**src/hbc_pkg.sv**
```systemverilog
// Constants shared by the H-bridge host controller.
// Assumes a 125 MHz system clock; all times are rounded to cycles here.
package hbc_pkg;
    localparam int CLK_MHZ = 125;
    // Times in nanoseconds
    localparam int CLR_MIN_NS = 3100;
    localparam int CLR_MAX_NS = 3600;
    localparam int OFF_MIN_NS = 7000;
    localparam int REFRESH_NS = 1000;
    localparam int MAX_ON_NS = 1000000;
    localparam int CHARGE_NS = 1000;
    // Least times round up, longest times round down
    localparam int CLR_MIN_CYC = (CLR_MIN_NS * CLK_MHZ + 999) / 1000;
    localparam int CLR_MAX_CYC = (CLR_MAX_NS * CLK_MHZ) / 1000;
    localparam int OFF_MIN_CYC = (OFF_MIN_NS * CLK_MHZ + 999) / 1000;
    localparam int REFRESH_CYC = (REFRESH_NS * CLK_MHZ + 999) / 1000;
    localparam int MAX_ON_CYC = (MAX_ON_NS * CLK_MHZ) / 1000;
    localparam int CHARGE_CYC = (CHARGE_NS * CLK_MHZ + 999) / 1000;
    // Midpoint of the diagnosis clear window
    localparam int CLR_CYC = (CLR_MIN_CYC + CLR_MAX_CYC) / 2;
    // Extra margin above the shutdown time
    localparam int OFF_CYC = OFF_MIN_CYC + 16;

    // Host register offsets
    localparam logic [3:0] REG_CTRL = 4'h0;
    localparam logic [3:0] REG_DUTY = 4'h1;
    localparam logic [3:0] REG_PERIOD = 4'h2;
    localparam logic [3:0] REG_CMD = 4'h3;
    localparam logic [3:0] REG_STATUS = 4'h4;
    localparam logic [3:0] REG_CHARGE = 4'h5;
    // CTRL fields
    localparam int CTRL_ENABLE = 0;
    localparam int CTRL_DIR = 1;
    localparam int CTRL_FAST = 2;
    localparam int CTRL_AWAKE = 3;
    // CMD fields
    localparam int CMD_CLEAR = 0;
    localparam int CMD_START = 1;
    localparam logic [15:0] PERIOD_RST = 16'h1869;
    localparam logic [15:0] CHARGE_RST = 16'hFFFF;

    typedef enum logic [1:0] {
        HBC_ST_OK, HBC_ST_WARN, HBC_ST_SHORT, HBC_ST_UV
    } hbc_stat_t;

    typedef enum {
        HBC_OFF, HBC_CHARGE, HBC_RUN, HBC_CLEAR
    } hbc_state_t;
endpackage

```
**src/hbc_pulse.sv**
```systemverilog
// Pulse-width generator with bootstrap duty limit and refresh insertion.
// Assumes duty and period registers are stable across a period.
`timescale 1ns/1ps
module hbc_pulse
    import hbc_pkg::*;
#(
    parameter int W = 16,
    parameter int MAX_ON = MAX_ON_CYC
) (
    input wire logic clock,
    input wire logic rst_n,
    input wire logic run,
    input wire logic [W-1:0] period,
    input wire logic [W-1:0] duty,
    input wire logic high_drain,
    output logic pulse
);
    logic [W-1:0] count;
    logic [W-1:0] on_lim;
    logic [W-1:0] on_end;
    logic [31:0] hi_run;
    logic [7:0] refresh;

    // Keep a charging gap each period
    always_comb begin
        on_lim = (period > W'(CHARGE_CYC)) ? period - W'(CHARGE_CYC) : '0;
        on_end = (duty > on_lim) ? on_lim : duty;
    end

    always_ff @(posedge clock or negedge rst_n) begin
        if (!rst_n) begin
            count <= '0;
        end else if (!run || count >= period) begin
            count <= '0;
        end else begin
            count <= count + W'(1);
        end
    end

    // Long high-side stretches above supply need a refresh
    always_ff @(posedge clock or negedge rst_n) begin
        if (!rst_n) begin
            hi_run <= '0;
            refresh <= '0;
        end else if (refresh != 8'h00) begin
            refresh <= refresh - 8'h01;
            hi_run <= '0;
        end else if (run && high_drain && !pulse) begin
            if (hi_run >= 32'(MAX_ON)) begin
                refresh <= 8'(REFRESH_CYC);
            end
            hi_run <= hi_run + 32'h1;
        end else begin
            hi_run <= '0;
        end
    end

    // Pulse 1 lights the low side for the non-duty part
    always_ff @(posedge clock or negedge rst_n) begin
        if (!rst_n) begin
            pulse <= 1'b0;
        end else begin
            pulse <= run &&
                ((refresh != 8'h00) || count >= on_end);
        end
    end
endmodule // hbc_pulse

```
**src/hbc_host.sv**
```systemverilog
// Host controller for a clockless H-bridge gate driver.
// Assumes the driver's flags and pins are asynchronous to clock.
// How it works
// - Host clears diagnosis with a high pulse inside the reset window.
// - Host starts disabled, waits charge time, enables, then switches.
// - Duty value sets high-side share; low gate holds the rest.
// - Host inserts refresh pulse after long high-side on-time.
// - Host limits duty to leave bootstrap charging time.
// - Fast decay holds pulse at 1 and switches direction.
`timescale 1ns/1ps
module hbc_host
    import hbc_pkg::*;
#(
    parameter int W = 16,
    parameter int MAX_ON = MAX_ON_CYC
) (
    input wire logic clock,
    input wire logic rst_b,
    input wire logic [3:0] addr,
    input wire logic [W-1:0] wdata,
    input wire logic wr,
    input wire logic rd,
    output logic [W-1:0] rdata,
    input wire logic shutdown_error_flag,
    input wire logic cause_warning_flag,
    output logic direction_out,
    output logic pwm_out,
    output logic deadtime_disable_pin,
    output logic inhibit_n
);
    logic rst_m;
    logic rst_n;
    logic [1:0] flag_a;
    logic [1:0] flag_b;
    logic [W-1:0] ctrl;
    logic [W-1:0] duty;
    logic [W-1:0] period;
    logic [W-1:0] charge;
    logic [15:0] timer;
    logic clear_req;
    logic start_req;
    logic short_seen;
    hbc_stat_t stat;
    hbc_stat_t stat_prev;
    logic [15:0] clr_len;
    hbc_state_t state;
    logic pulse;
    logic run;

    function automatic hbc_stat_t decode(input logic sd, input logic cw);
        case ({sd, cw})
            2'b11: decode = HBC_ST_OK;
            2'b10: decode = HBC_ST_WARN;
            2'b01: decode = HBC_ST_SHORT;
            default: decode = HBC_ST_UV;
        endcase
    endfunction

    always_ff @(posedge clock or negedge rst_b) begin
        if (!rst_b) begin
            rst_m <= 1'b0;
            rst_n <= 1'b0;
        end else begin
            rst_m <= 1'b1;
            rst_n <= rst_m;
        end
    end

    // Two-stage sync of the open-drain flags
    always_ff @(posedge clock or negedge rst_n) begin
        if (!rst_n) begin
            flag_a <= 2'b11;
            flag_b <= 2'b11;
        end else begin
            flag_a <= {shutdown_error_flag, cause_warning_flag};
            flag_b <= flag_a;
        end
    end

    // Status decode; short, undervoltage and warning all via flags
    always_ff @(posedge clock or negedge rst_n) begin
        if (!rst_n) begin
            stat <= HBC_ST_OK;
            stat_prev <= HBC_ST_OK;
        end else begin
            stat <= decode(flag_b[1], flag_b[0]);
            stat_prev <= stat;
        end
    end

    // Sticky short flag; a new short wins over the clear.
    // Set on entry only: the flags lag the clear pulse by a few cycles,
    // so a level set would latch the old short again.
    always_ff @(posedge clock or negedge rst_n) begin
        if (!rst_n) begin
            short_seen <= 1'b0;
        end else if (stat == HBC_ST_SHORT && stat_prev != HBC_ST_SHORT) begin
            short_seen <= 1'b1;
        end else if (state == HBC_CLEAR && timer == 16'h0000) begin
            short_seen <= 1'b0;
        end
    end

    always_ff @(posedge clock or negedge rst_n) begin
        if (!rst_n) begin
            ctrl <= '0;
            duty <= '0;
            period <= W'(PERIOD_RST);
            charge <= W'(CHARGE_RST);
        end else if (wr) begin
            case (addr)
                REG_CTRL: ctrl <= wdata;
                REG_DUTY: duty <= wdata;
                REG_PERIOD: period <= wdata;
                REG_CHARGE: charge <= wdata;
                default: ;
            endcase
        end
    end

    // Command strobes, held until the state machine takes them
    always_ff @(posedge clock or negedge rst_n) begin
        if (!rst_n) begin
            clear_req <= 1'b0;
            start_req <= 1'b0;
        end else begin
            if (wr && addr == REG_CMD && wdata[CMD_CLEAR]) begin
                clear_req <= 1'b1;
            end else if (state != HBC_RUN) begin
                // Dropped outside running, so a stale clear never fires
                clear_req <= 1'b0;
            end
            if (wr && addr == REG_CMD && wdata[CMD_START]) begin
                start_req <= 1'b1;
            end else if (state != HBC_OFF || !ctrl[CTRL_ENABLE] ||
                !ctrl[CTRL_AWAKE]) begin
                start_req <= 1'b0;
            end
        end
    end

    always_ff @(posedge clock or negedge rst_n) begin
        if (!rst_n) begin
            rdata <= '0;
        end else if (rd) begin
            case (addr)
                REG_CTRL: rdata <= ctrl;
                REG_DUTY: rdata <= duty;
                REG_PERIOD: rdata <= period;
                REG_CHARGE: rdata <= charge;
                REG_STATUS: rdata <= W'({short_seen, state == HBC_RUN,
                    stat});
                default: rdata <= '0;
            endcase
        end
    end

    // Sequencer: disabled, charging, running, clear pulse
    always_ff @(posedge clock or negedge rst_n) begin
        if (!rst_n) begin
            state <= HBC_OFF;
            timer <= '0;
        end else begin
            case (state)
                HBC_OFF: begin
                    if (start_req && ctrl[CTRL_ENABLE] &&
                        ctrl[CTRL_AWAKE]) begin
                        state <= HBC_CHARGE;
                        timer <= 16'(charge);
                    end
                end
                HBC_CHARGE: begin
                    if (!ctrl[CTRL_ENABLE]) begin
                        state <= HBC_OFF;
                    end else if (timer == 16'h0000) begin
                        state <= HBC_RUN;
                    end else begin
                        timer <= timer - 16'h0001;
                    end
                end
                HBC_RUN: begin
                    if (!ctrl[CTRL_ENABLE] || !ctrl[CTRL_AWAKE]) begin
                        state <= HBC_OFF;
                    end else if (clear_req) begin
                        state <= HBC_CLEAR;
                        timer <= 16'(CLR_CYC - 1);
                    end
                end
                HBC_CLEAR: begin
                    if (timer == 16'h0000) begin
                        state <= HBC_RUN;
                    end else begin
                        timer <= timer - 16'h0001;
                    end
                end
                default: state <= HBC_OFF;
            endcase
        end
    end

    // Disable pin high outside running; clear pulse is short
    always_ff @(posedge clock or negedge rst_n) begin
        if (!rst_n) begin
            deadtime_disable_pin <= 1'b1;
        end else begin
            deadtime_disable_pin <= (state != HBC_RUN);
        end
    end

    always_ff @(posedge clock or negedge rst_n) begin
        if (!rst_n) begin
            inhibit_n <= 1'b0;
        end else begin
            inhibit_n <= ctrl[CTRL_AWAKE];
        end
    end

    assign run = (state == HBC_RUN) && !ctrl[CTRL_FAST];

    hbc_pulse #(.W(W), .MAX_ON(MAX_ON)) hbc_pulse_i (
        .clock(clock),
        .rst_n(rst_n),
        .run(state == HBC_RUN),
        .period(period),
        .duty(duty),
        .high_drain(1'b1),
        .pulse(pulse)
    );

    // Fast decay drives the pattern on direction; no switching pre-charge
    always_ff @(posedge clock or negedge rst_n) begin
        if (!rst_n) begin
            pwm_out <= 1'b0;
            direction_out <= 1'b0;
        end else if (state != HBC_RUN) begin
            pwm_out <= 1'b0;
            direction_out <= 1'b0;
        end else if (run) begin
            pwm_out <= pulse;
            direction_out <= ctrl[CTRL_DIR];
        end else begin
            pwm_out <= 1'b1;
            direction_out <= pulse ^ ctrl[CTRL_DIR];
        end
    end

    // Length of each clear pulse, for the window check
    always_ff @(posedge clock or negedge rst_n) begin
        if (!rst_n) begin
            clr_len <= '0;
        end else if (state == HBC_CLEAR) begin
            clr_len <= clr_len + 16'h0001;
        end else begin
            clr_len <= '0;
        end
    end

    clear_width_a: assert property (
        @(posedge clock) disable iff (!rst_n)
        $rose(deadtime_disable_pin) && $past(state) == HBC_CLEAR |->
        deadtime_disable_pin [*8])
        else $error("clear pulse too short");
    clear_end_a: assert property (
        @(posedge clock) disable iff (!rst_n)
        $rose(state == HBC_CLEAR) |-> ##[1:450] state == HBC_RUN)
        else $error("clear pulse too long");
    clear_len_a: assert property (
        @(posedge clock) disable iff (!rst_n)
        $fell(state == HBC_CLEAR) |-> clr_len >= 16'(CLR_MIN_CYC) &&
        clr_len <= 16'(CLR_MAX_CYC))
        else $error("clear pulse outside window");
    run_pin_a: assert property (
        @(posedge clock) disable iff (!rst_n)
        state == HBC_RUN |=> !deadtime_disable_pin)
        else $error("pin high while running");
    off_pin_a: assert property (
        @(posedge clock) disable iff (!rst_n)
        state == HBC_OFF |=> deadtime_disable_pin)
        else $error("pin low while off");
    idle_pwm_a: assert property (
        @(posedge clock) disable iff (!rst_n)
        state != HBC_RUN |=> !pwm_out)
        else $error("pulses before running");
    stat_dec_a: assert property (
        @(posedge clock) disable iff (!rst_n)
        flag_b == 2'b01 |=> stat == HBC_ST_SHORT)
        else $error("short decode wrong");
    short_stk_a: assert property (
        @(posedge clock) disable iff (!rst_n)
        stat == HBC_ST_SHORT && stat_prev != HBC_ST_SHORT |=> short_seen)
        else $error("short not latched");
    wake_a: assert property (
        @(posedge clock) disable iff (!rst_n)
        !ctrl[CTRL_AWAKE] |=> !inhibit_n)
        else $error("awake while asleep");
    fast_a: assert property (
        @(posedge clock) disable iff (!rst_n)
        state == HBC_RUN && ctrl[CTRL_FAST] |=> pwm_out)
        else $error("fast decay pulse low");

    run_c: cover property (@(posedge clock) disable iff (!rst_n)
        state == HBC_RUN);
    clear_c: cover property (@(posedge clock) disable iff (!rst_n)
        state == HBC_CLEAR);
    short_c: cover property (@(posedge clock) disable iff (!rst_n)
        short_seen);
    fast_c: cover property (@(posedge clock) disable iff (!rst_n)
        state == HBC_RUN && ctrl[CTRL_FAST]);
endmodule // hbc_host

```
**config.mk**
```make
export PLATFORM = sky130hd
export DESIGN_NAME = hbc_host
export DESIGN_NICKNAME = d
export VERILOG_FILES = /design/src/hbc_pkg.sv /design/src/hbc_pulse.sv /design/src/hbc_host.sv
export SDC_FILE = /design/constraint.sdc
export NUM_CORES = 1
export LEC_CHECK = 0
export CAP_MARGIN = 20
export CELL_PAD_IN_SITES_DETAIL_PLACEMENT = 1
export CELL_PAD_IN_SITES_GLOBAL_PLACEMENT = 1
export CORE_MARGIN = 2
export CORE_UTILIZATION = 45
export CTS_BUF_LIST = sky130_fd_sc_hd__clkbuf_16
export DETAILED_ROUTE_END_ITERATION = 12
export DONT_BUFFER_PORTS = 1
export PLACE_DENSITY_LB_ADDON = 0.25
export SYNTH_ARGS = -nofsm -noshare
export SYNTH_HDL_FRONTEND = slang
export SYNTH_SLANG_ARGS = --single-unit
```
**constraint.sdc**
```tcl
create_clock -name clock -period 16 [get_ports clock]
set_input_delay 4.8 -clock clock [delete_from_list [all_inputs] [get_ports clock]]
set_output_delay 4.8 -clock clock [all_outputs]
set_load 0.05 [all_outputs]
```
; ---- After elaboration in Yosys (flattened, before gate mapping)
; Cells that the tools add are included.
[word_totals]
out_inout_bits = 20
regBits = 202
elab_cells = 126
in_bits = 26
[op_classes]
n_reduce_logical = 38
add_sub_neg = 5
muxes = 32
n_lt_le_gt_ge = 5
n_eq_ne = 21
bitwise_logic = 1
[ops]
columns = cell, count
row1 = two-way mux 32 bit, 7
row2 = two-way mux 16 bit, 8
row3 = case mux 32 bit (4 select lines), 1
row4 = case mux 16 bit (5 select lines), 1
row5 = "equality test 32 x 2 -> 1 bit, second input constant", 2
row6 = "equality test 32 x 3 -> 1 bit, second input constant", 2
row7 = case mux 16 bit (4 select lines), 1
row8 = "adder 32 x 1 -> 32 bit, second input constant", 1
row9 = "equality test 32 x 1 -> 1 bit, second input constant", 1
row10 = >= comparator 16 bit, 2
row11 = ">= comparator 32 x 17 -> 1 bit, second input constant", 1
row12 = zero test 32 bit, 1
row13 = "!= test 32 x 3 -> 1 bit, second input constant", 1
row14 = nonzero test 32 bit, 1
row15 = two-way mux 8 bit, 3
row16 = "adder 16 x 1 -> 16 bit, second input constant", 1
row17 = greater-than comparator 16 bit, 1
row18 = "greater-than comparator 16 x 7 -> 1 bit, second input constant", 1
row19 = zero test 16 bit, 1
row20 = "subtractor 16 x 1 -> 16 bit, second input constant", 1
row21 = "subtractor 16 x 7 -> 16 bit, second input constant", 1
row22 = AND reduction 2 bit, 6
row23 = logical AND 1 bit, 10
row24 = two-way mux 1 bit, 10
row25 = other kinds (17), 37

; ---- Depth between registers and ports, before layout
; Gate-level depths: netlist (run 1).
[logic_depth]
word_depth = 7
depth_mapped = 20
depth_no_buf = 19

; ---- Modules after synthesis
; A second synthesis (run 1) with hierarchy kept.
[unflattened]
hier_cells = 977
area_unflattened_um2 = 10631.4
[by_module_without_submodules]
columns = mod, area_each_um2, seq_area_each_um2, instances, cells_each
row1 = hbc_host, 6147.1, 3662.3, 1, 465
row2 = hbc_pulse, 4484.3, 1426.4, 1, 512

; ---- Least setup slack after synthesis (run 1)
; Ideal clock, no wire load.
[synth_path]
path_kind = input to register
from = input port addr[0]
to = register period[10]
arrival_time_ps = 6189
t_required_ps = 15875
path_buffers = 1
stages = 4
setup_time_ps = 125
path_slack_ps = 9686
path_cell_list = nor4b_2 > nand2_1 > clkbuf_1 > mux2_2
[synth_via]
elab_chain_cells = 2
[synth_lines]
columns = element, line
row1 = from (decl), hbc_host.sv:19  ; input wire logic [3:0] addr,
row2 = equality test 4 x 2 -> 1 bit, hbc_host.sv:111  ; case (addr)
row3 = AND reduction 2 bit (no source line), --
row4 = to (signal assigned), hbc_host.sv:108  ; period <= W'(PERIOD_RST);
row5 = to (signal assigned), hbc_host.sv:114  ; REG_PERIOD: period <= wdata;
row6 = to (decl), hbc_host.sv:37  ; logic [W-1:0] period;
; No other way between the ends.
; A chain may end at the register's enable or synchronous reset.

; ---- Final worst setup path (run 1)
[layout_path]
from = input port addr[1]
to = register charge[15]
[layout_via]
elab_chain_cells = 2
[layout_lines]
columns = element, line
row1 = equality test 4 x 3 -> 1 bit, hbc_host.sv:111
row2 = AND reduction 2 bit (no source line), --
row3 = to (signal assigned), hbc_host.sv:109  ; charge <= W'(CHARGE_RST);
row4 = to (signal assigned), hbc_host.sv:115  ; REG_CHARGE: charge <= wdata;
row5 = to (decl), hbc_host.sv:38  ; logic [W-1:0] charge;
; No other way between the ends.

==> impl_metrics.tcl, run 1 <==
set metrics [dict create \
    max_slew.worst_pin.slew_ps 1100 \
    cap_violations 0 \
    cts_buffers 23 \
    drc 0 \
    crit_required_ps 16440 \
    final.setup_skew_ps 19.1 \
    syn_area_um2 10500 \
    cts-root-buf "clkbuf_16" \
    path_buf_inv 0 \
    antenna_found_initial 0 \
    drt_wl_total_um 26700 \
    worstSetupPathType "primary input to flop" \
    place_congestion 0.884 \
    area_growth_syn_to_layout_pct 11.4 \
    avgRoutedWirePerCell_um 19.9 \
    coreArea_um2 22800 \
    hold_path_depth 0 \
    nNetsFinal 1094 \
    nFillCells 2502 \
    slew_headroom_pct 26.0 \
    irDropWorstVdd_v 0.0000974 \
    grt_overflow 0 \
    cts_setup_buffers 0 \
    p_leak_nw 5.11 \
    ys.flop_type "dfrtp_1" \
    post-place-ws_ps 9210 \
    outcome "finished, final reports clean" \
    slew_viol_final 0 \
    critical_path.max_fanout 16 \
    first_pass_iters 5 \
    crit_slowest_cell "nand2_1" \
    ys_async_sr_fraction_pct 100 \
    critPathTopFamily "simple AND/OR/NAND/NOR gates" \
    grt_pass1_vias 8161 \
    port_buffers 0 \
    cts_buffer_depth 3 \
    diodes 0 \
    path_cells "nor2_1 > and3_1 > nand2_1 > mux2_2" \
    min_period_over_period_pct 39.5 \
    tns_ps 0 \
    worst_setup_path_start_kind "primary input" \
    syn_area_per_cell_um2 10.8 \
    hpwl_um 19100 \
    fp.dieH_um 157 \
    yosys.area.top_type_share_pct 41.6 \
    ys_types 63 \
    finalHoldViolCount 0 \
    setup_viol 0 \
    yosys-top-cells-area "dfrtp_1 (42%), mux2_2 (7.7%), dfstp_2 (6.7%)" \
    synth-edff-count 0 \
    grt_max_degree 74 \
    rsz0062_at_grt "false" \
    syn_inst 978 \
    layout-drive-gt1-share_pct 16.1 \
    final_period_minus_worst_setup_slack_ps 6320 \
    die-width_um 157 \
    fin_ws_ps 9680 \
    grt_pass1_wl_um 44000 \
    synth_seq_area_share_pct 48.4 \
    viasPerCell 5.77 \
    synth_top_area_cell "dfrtp_1" \
    cts.hold.buffers_added 0 \
    ant_nets 0 \
    reg2reg_depth 17 \
    r2r_slack_ps 9960 \
    num_rows 55 \
    insertion_delay_ps 530 \
    arrival_ps 6760 \
    track_usage_pct 22.4 \
    ys_warn_count 0 \
    ctsResizeCount 0 \
    drtIter0Drc 444 \
    clk_pin_slew_ps 60 \
    slowest_delay_ps 580 \
    num_io_pins 46 \
    endpoint_kind "flop" \
    cp.depth 4 \
    synth-seq-cells 202 \
    initial_core_util_pct 46.2 \
    max_freq_mhz 158 \
    cts_tree "built" \
    powerDensity_nw_per_um2 119 \
    cts-htree-levels 1 \
    die_area_um2 24600 \
    hold_class "flop to flop" \
    routed-via-count 7735 \
    cts.sinks 202 \
]
## synthesized netlist by cell type (all sizes together) (11+ instances only)
cell and instances:
a21oi 27, a221oi 14, a22o 13, a31oi 11, and3 11, clkbuf 29, dfrtp 175, dfstp 27
ha 56, inv 64, mux2 72, mux2i 18, nand2 44, nand3 39, nand4 29, nor2 73
nor3 28, nor4 28, o21ai 30, o22ai 13, xnor2 27, xor2 33
## per-stage QoR
stage	cells	area, um^2	utilization (%)	hold WS [ps]	power (mW)
global route	1341	11700	51.4	353	1.48
floorplan	1007	10600	-	331	0.821
finish	1341	11700	51.4	348	1.40
detailed placement	1299	11000	48.3	336	0.898
global placement	1298	11000	48.2	338	0.887
CTS	1340	11700	51.4	350	1.41
## cells in the final DEF, fill, tap and decap left out, types with 23 or more instances in the layout
cell and n:
a21oi_1 27, conb_1 31, nand2_1 44, nand4_1 29, xor2_1 33, nand3_1 39
xnor2_1 27, clkbuf_16 23, nor4_1 25, dfrtp_1 174, mux2_2 72, dfstp_2 27
o21ai_0 29, inv_1 71, ha_1 56, nor2_1 73
## layout make-up
class / count / area, um^2 / area share, %
Multi-Input combinational cell: 708 / 5180 / 44.2
Sequential cell: 202 / 5090 / 43.5
Clock buffer: 23 / 576 / 4.91
Tap cell: 313 / 392 / 3.34
Inverter: 64 / 240 / 2.05
Clock inverter: 18 / 141 / 1.21
Timing Repair Buffer: 13 / 97.6 / 0.833
## registers in the layout, indices dropped and copies added (netlist names), 8 cells and up
register             count
charge                  16
hbc_pulse_i.refresh      8
ctrl                    16
hbc_pulse_i.count       16
rdata                   16
state                   32
timer                   16
period                  16
duty                    16
hbc_pulse_i.hi_run      32
## power breakdown
group          total, mW  internal [mW]  switching, mW
Clock              0.505          0.293          0.212
Combinational      0.260          0.126          0.134
Sequential         0.632          0.567         0.0648
Total               1.40          0.986          0.411
## worst paths after layout
path / to / from
setup / recovery: charge[15] / addr[1]
hold / removal: rst_n / rst_m
setup reg to reg: hbc_pulse_i.pulse / period[0]
hold reg to reg: rst_n / rst_m
max in group asynchronous: rst_n / rst_b
min in group asynchronous: state[11] / rst_n
## per-layer routing
| metal | part of all wire, % | GRT usage (%) |
|---|---|---|
| met1 | 46 | 30.7 |
| met3 | 6.1 | 5.34 |
| met4 | 1.6 | 4.37 |
| met5 | 0 | 0 |
| met2 | 46 | 36.7 |
## logic make-up after synthesis
kind of cell	synth area share (%)
adder cells (fa/ha/maj)	6.66
AND/OR/NAND/NOR	15.9
XOR/XNOR	5.00
AO/OA/AOI/OAI	11.0
other	0.0714
multiplexers	9.42
flip-flops	48.4
buffers and inverters	3.56
## worst reg2reg max path, stage by stage (launching register included)
cell       delay (ps)
dfstp_2           620
inv_1              70
ha_1              220
and4b_1           360
nand2_1           150
o21ai_0           640
nand2_1           180
ha_1              350
nand4_1           280
a2111o_1          440
a31oi_2           260
buf_4             320
mux2_2            380
ha_1              290
a21o_1            180
a21o_1            160
a2111oi_0         720
a21oi_1           270
Power figures use the tool's default switching activity.
==> inputs of run 2 (changes only) <==
- clock period: 16 -> 6.6 ns (I/O delays scaled with it)
==> impl_metrics.tcl, run 2 (synthesis gave the netlist of run 1 again) <==
set metrics [dict create \
    place_congestion 0.827 \
    routed-via-count 7700 \
    p_clk_share_pct 39.4 \
    irDropWorstVdd_v 0.000212 \
    initial_core_util_pct 46.2 \
    reg_top3 "hbc_pulse_i.hi_run x32, state x32" \
    antenna_found_initial 0 \
    seq_area_um2 5090 \
    final_common_cell "dfrtp_1" \
    hpwl_um 19400 \
    cts_tree "built" \
    area_growth_syn_to_layout_pct 12.5 \
    viasPerCell 5.74 \
    nFillCells 2456 \
    max_slew.worst_pin.slew_ps 970 \
    hp-start "rst_m" \
    drtIter0Drc 401 \
    critPathTopFamily "compound AO/OA/AOI/OAI gates" \
    path_buf_inv 1 \
    final.setup_skew_ps 18.7 \
    rsz0062_at_grt "false" \
    nNetsFinal 1093 \
    slew_viol_final 0 \
    port_buffers 0 \
    cts_buffer_depth 3 \
    finalHoldViolCount 0 \
    cts-root-buf "clkbuf_16" \
    avgRoutedWirePerCell_um 20.1 \
    slew_headroom_pct 34.8 \
    first_pass_iters 4 \
    max_freq_mhz 188 \
    slowest_delay_ps 590 \
    cap_violations 0 \
    grt_pass1_wl_um 44200 \
    crit_slowest_cell "dfstp_2" \
    drc 0 \
    r2r_slack_ps 1270 \
    final_period_minus_worst_setup_slack_ps 5330 \
    tns_ps 0 \
    die_area_um2 24600 \
    fin_ws_ps 1270 \
    r2r-start "period[0]" \
    post-place-ws_ps 1260 \
    finish.utilization_pct 51.9 \
    grt_overflow 0 \
    hold_class "flop to flop" \
    setup_viol 0 \
    clk_pin_slew_ps 60 \
    hold_path_depth 0 \
    ctsResizeCount 0 \
    mostFrequentLayoutCells "dfrtp_1 (174), nor2_1 (73), mux2_2 (72)" \
    track_usage_pct 22.7 \
    endpoint_kind "flop" \
    drt_wl_total_um 27000 \
    coreArea_um2 22800 \
    arrival_ps 5720 \
    grt_max_degree 74 \
    num_io_pins 46 \
    worst_setup_path_start_kind "flop" \
    grt_pass1_vias 8074 \
    p_sw_mw 1.02 \
    multi_input_area_um2 5190 \
    holdPathEnd "rst_n" \
    cts_setup_buffers 0 \
    reg2reg_depth 16 \
    layout-drive-gt1-share_pct 16.6 \
    ant_nets 0 \
    cts-htree-levels 1 \
    cts.hold.buffers_added 0 \
    p_leak_nw 5.15 \
    fp.dieH_um 157 \
    reg2reg_to "hbc_pulse_i.pulse" \
    startpoint "period[0]" \
    die-width_um 157 \
    seqPwrFrac_pct 42.8 \
    p_int_mw 2.55 \
    min_period_over_period_pct 80.8 \
    num_rows 55 \
    p_comb_share_pct 17.8 \
    crit_required_ps 6990 \
    insertion_delay_ps 530 \
    critical_path.max_fanout 9 \
    outcome "finished, final reports clean" \
    dp_cells 1299 \
    cts_buffers 23 \
    powerDensity_nw_per_um2 302 \
    worstSetupPathType "flop to flop" \
    cts.sinks 202 \
    path_cells "inv_1 > ha_1 > and4b_1 > nand2_1 > o21ai_0 > nand2_1 > ha_1 > nand4_1 > a2111o_1 > a31oi_2 > mux2_2 > ha_1 > a21o_1 > a21o_1 > a2111oi_0 > a21oi_1" \
    cpMostUsedCell "ha_1" \
    sw_frac_of_total_pct 28.6 \
    diodes 0 \
    finalNonFillerCells 1341 \
]
==> run 2: changes by cell type in the layout (fill, tap and decap cells not counted), sizes merged <==
cell and delta:
bufinv +4, inv -4, buf -1, clkinv +1
==> run 2: worst reg2reg max path, stage by stage (launching register included) <==
cell and delay, ps:
dfstp_2 590, inv_1 60, ha_1 210, and4b_1 330, nand2_1 120, o21ai_0 540
nand2_1 160, ha_1 340, nand4_1 200, a2111o_1 410, a31oi_2 530, mux2_2 400
ha_1 290, a21o_1 180, a21o_1 170, a2111oi_0 510, a21oi_1 140
==> run 2: worst max path at each step <==
stage | to | cells past startpoint
6_report | hbc_pulse_i.pulse | 16
4_1_cts | hbc_pulse_i.pulse | 16
2_1_floorplan | clear_req | 0
3_3_place_gp | hbc_pulse_i.pulse | 16
3_5_place_dp | hbc_pulse_i.pulse | 16
5_1_grt | hbc_pulse_i.pulse | 16
==> run 2: through the flow <==
step           total power [mW]  cell area, um^2  hold slack [ps]
6_report                   3.58            11800              351
5_1_grt                    3.75            11800              358
3_3_place_gp               2.15            11000              335
4_1_cts                    3.61            11800              356
2_1_floorplan              1.99            10600              331
3_5_place_dp               2.19            11000              343
==> run 2: power groups by stage <==
| stage | Combinational [mW] | Clock (mW) | Sequential (mW) |
|---|---|---|---|
| 4_1_cts | 0.643 | 1.44 | 1.53 |
| 3_3_place_gp | 0.602 | 0 | 1.55 |
| 6_report | 0.638 | 1.41 | 1.53 |
| 5_1_grt | 0.720 | 1.48 | 1.55 |
| 2_1_floorplan | 0.489 | 0 | 1.50 |
| 3_5_place_dp | 0.634 | 0 | 1.55 |
==> run 2: layout make-up <==
cell class	count	share of cell area (%)
Clock inverter	19	2.14
Inverter	64	2.03
Sequential cell	202	43.0
Clock buffer	23	4.86
Tap cell	313	3.31
Multi-Input combinational cell	708	43.8
Timing Repair Buffer	12	0.793
==> run 2: per-layer routing <==
| metal | vias to the layer above | share of wire, % | track usage, % |
|---|---|---|---|
| li1 | 3611 | - | - |
| met1 | 3903 | 47 | 31.4 |
| met2 | 149 | 46 | 36.9 |
| met3 | 37 | 5.0 | 4.27 |
| met4 | 0 | 2.3 | 5.46 |
| met5 | - | 0 | 0 |
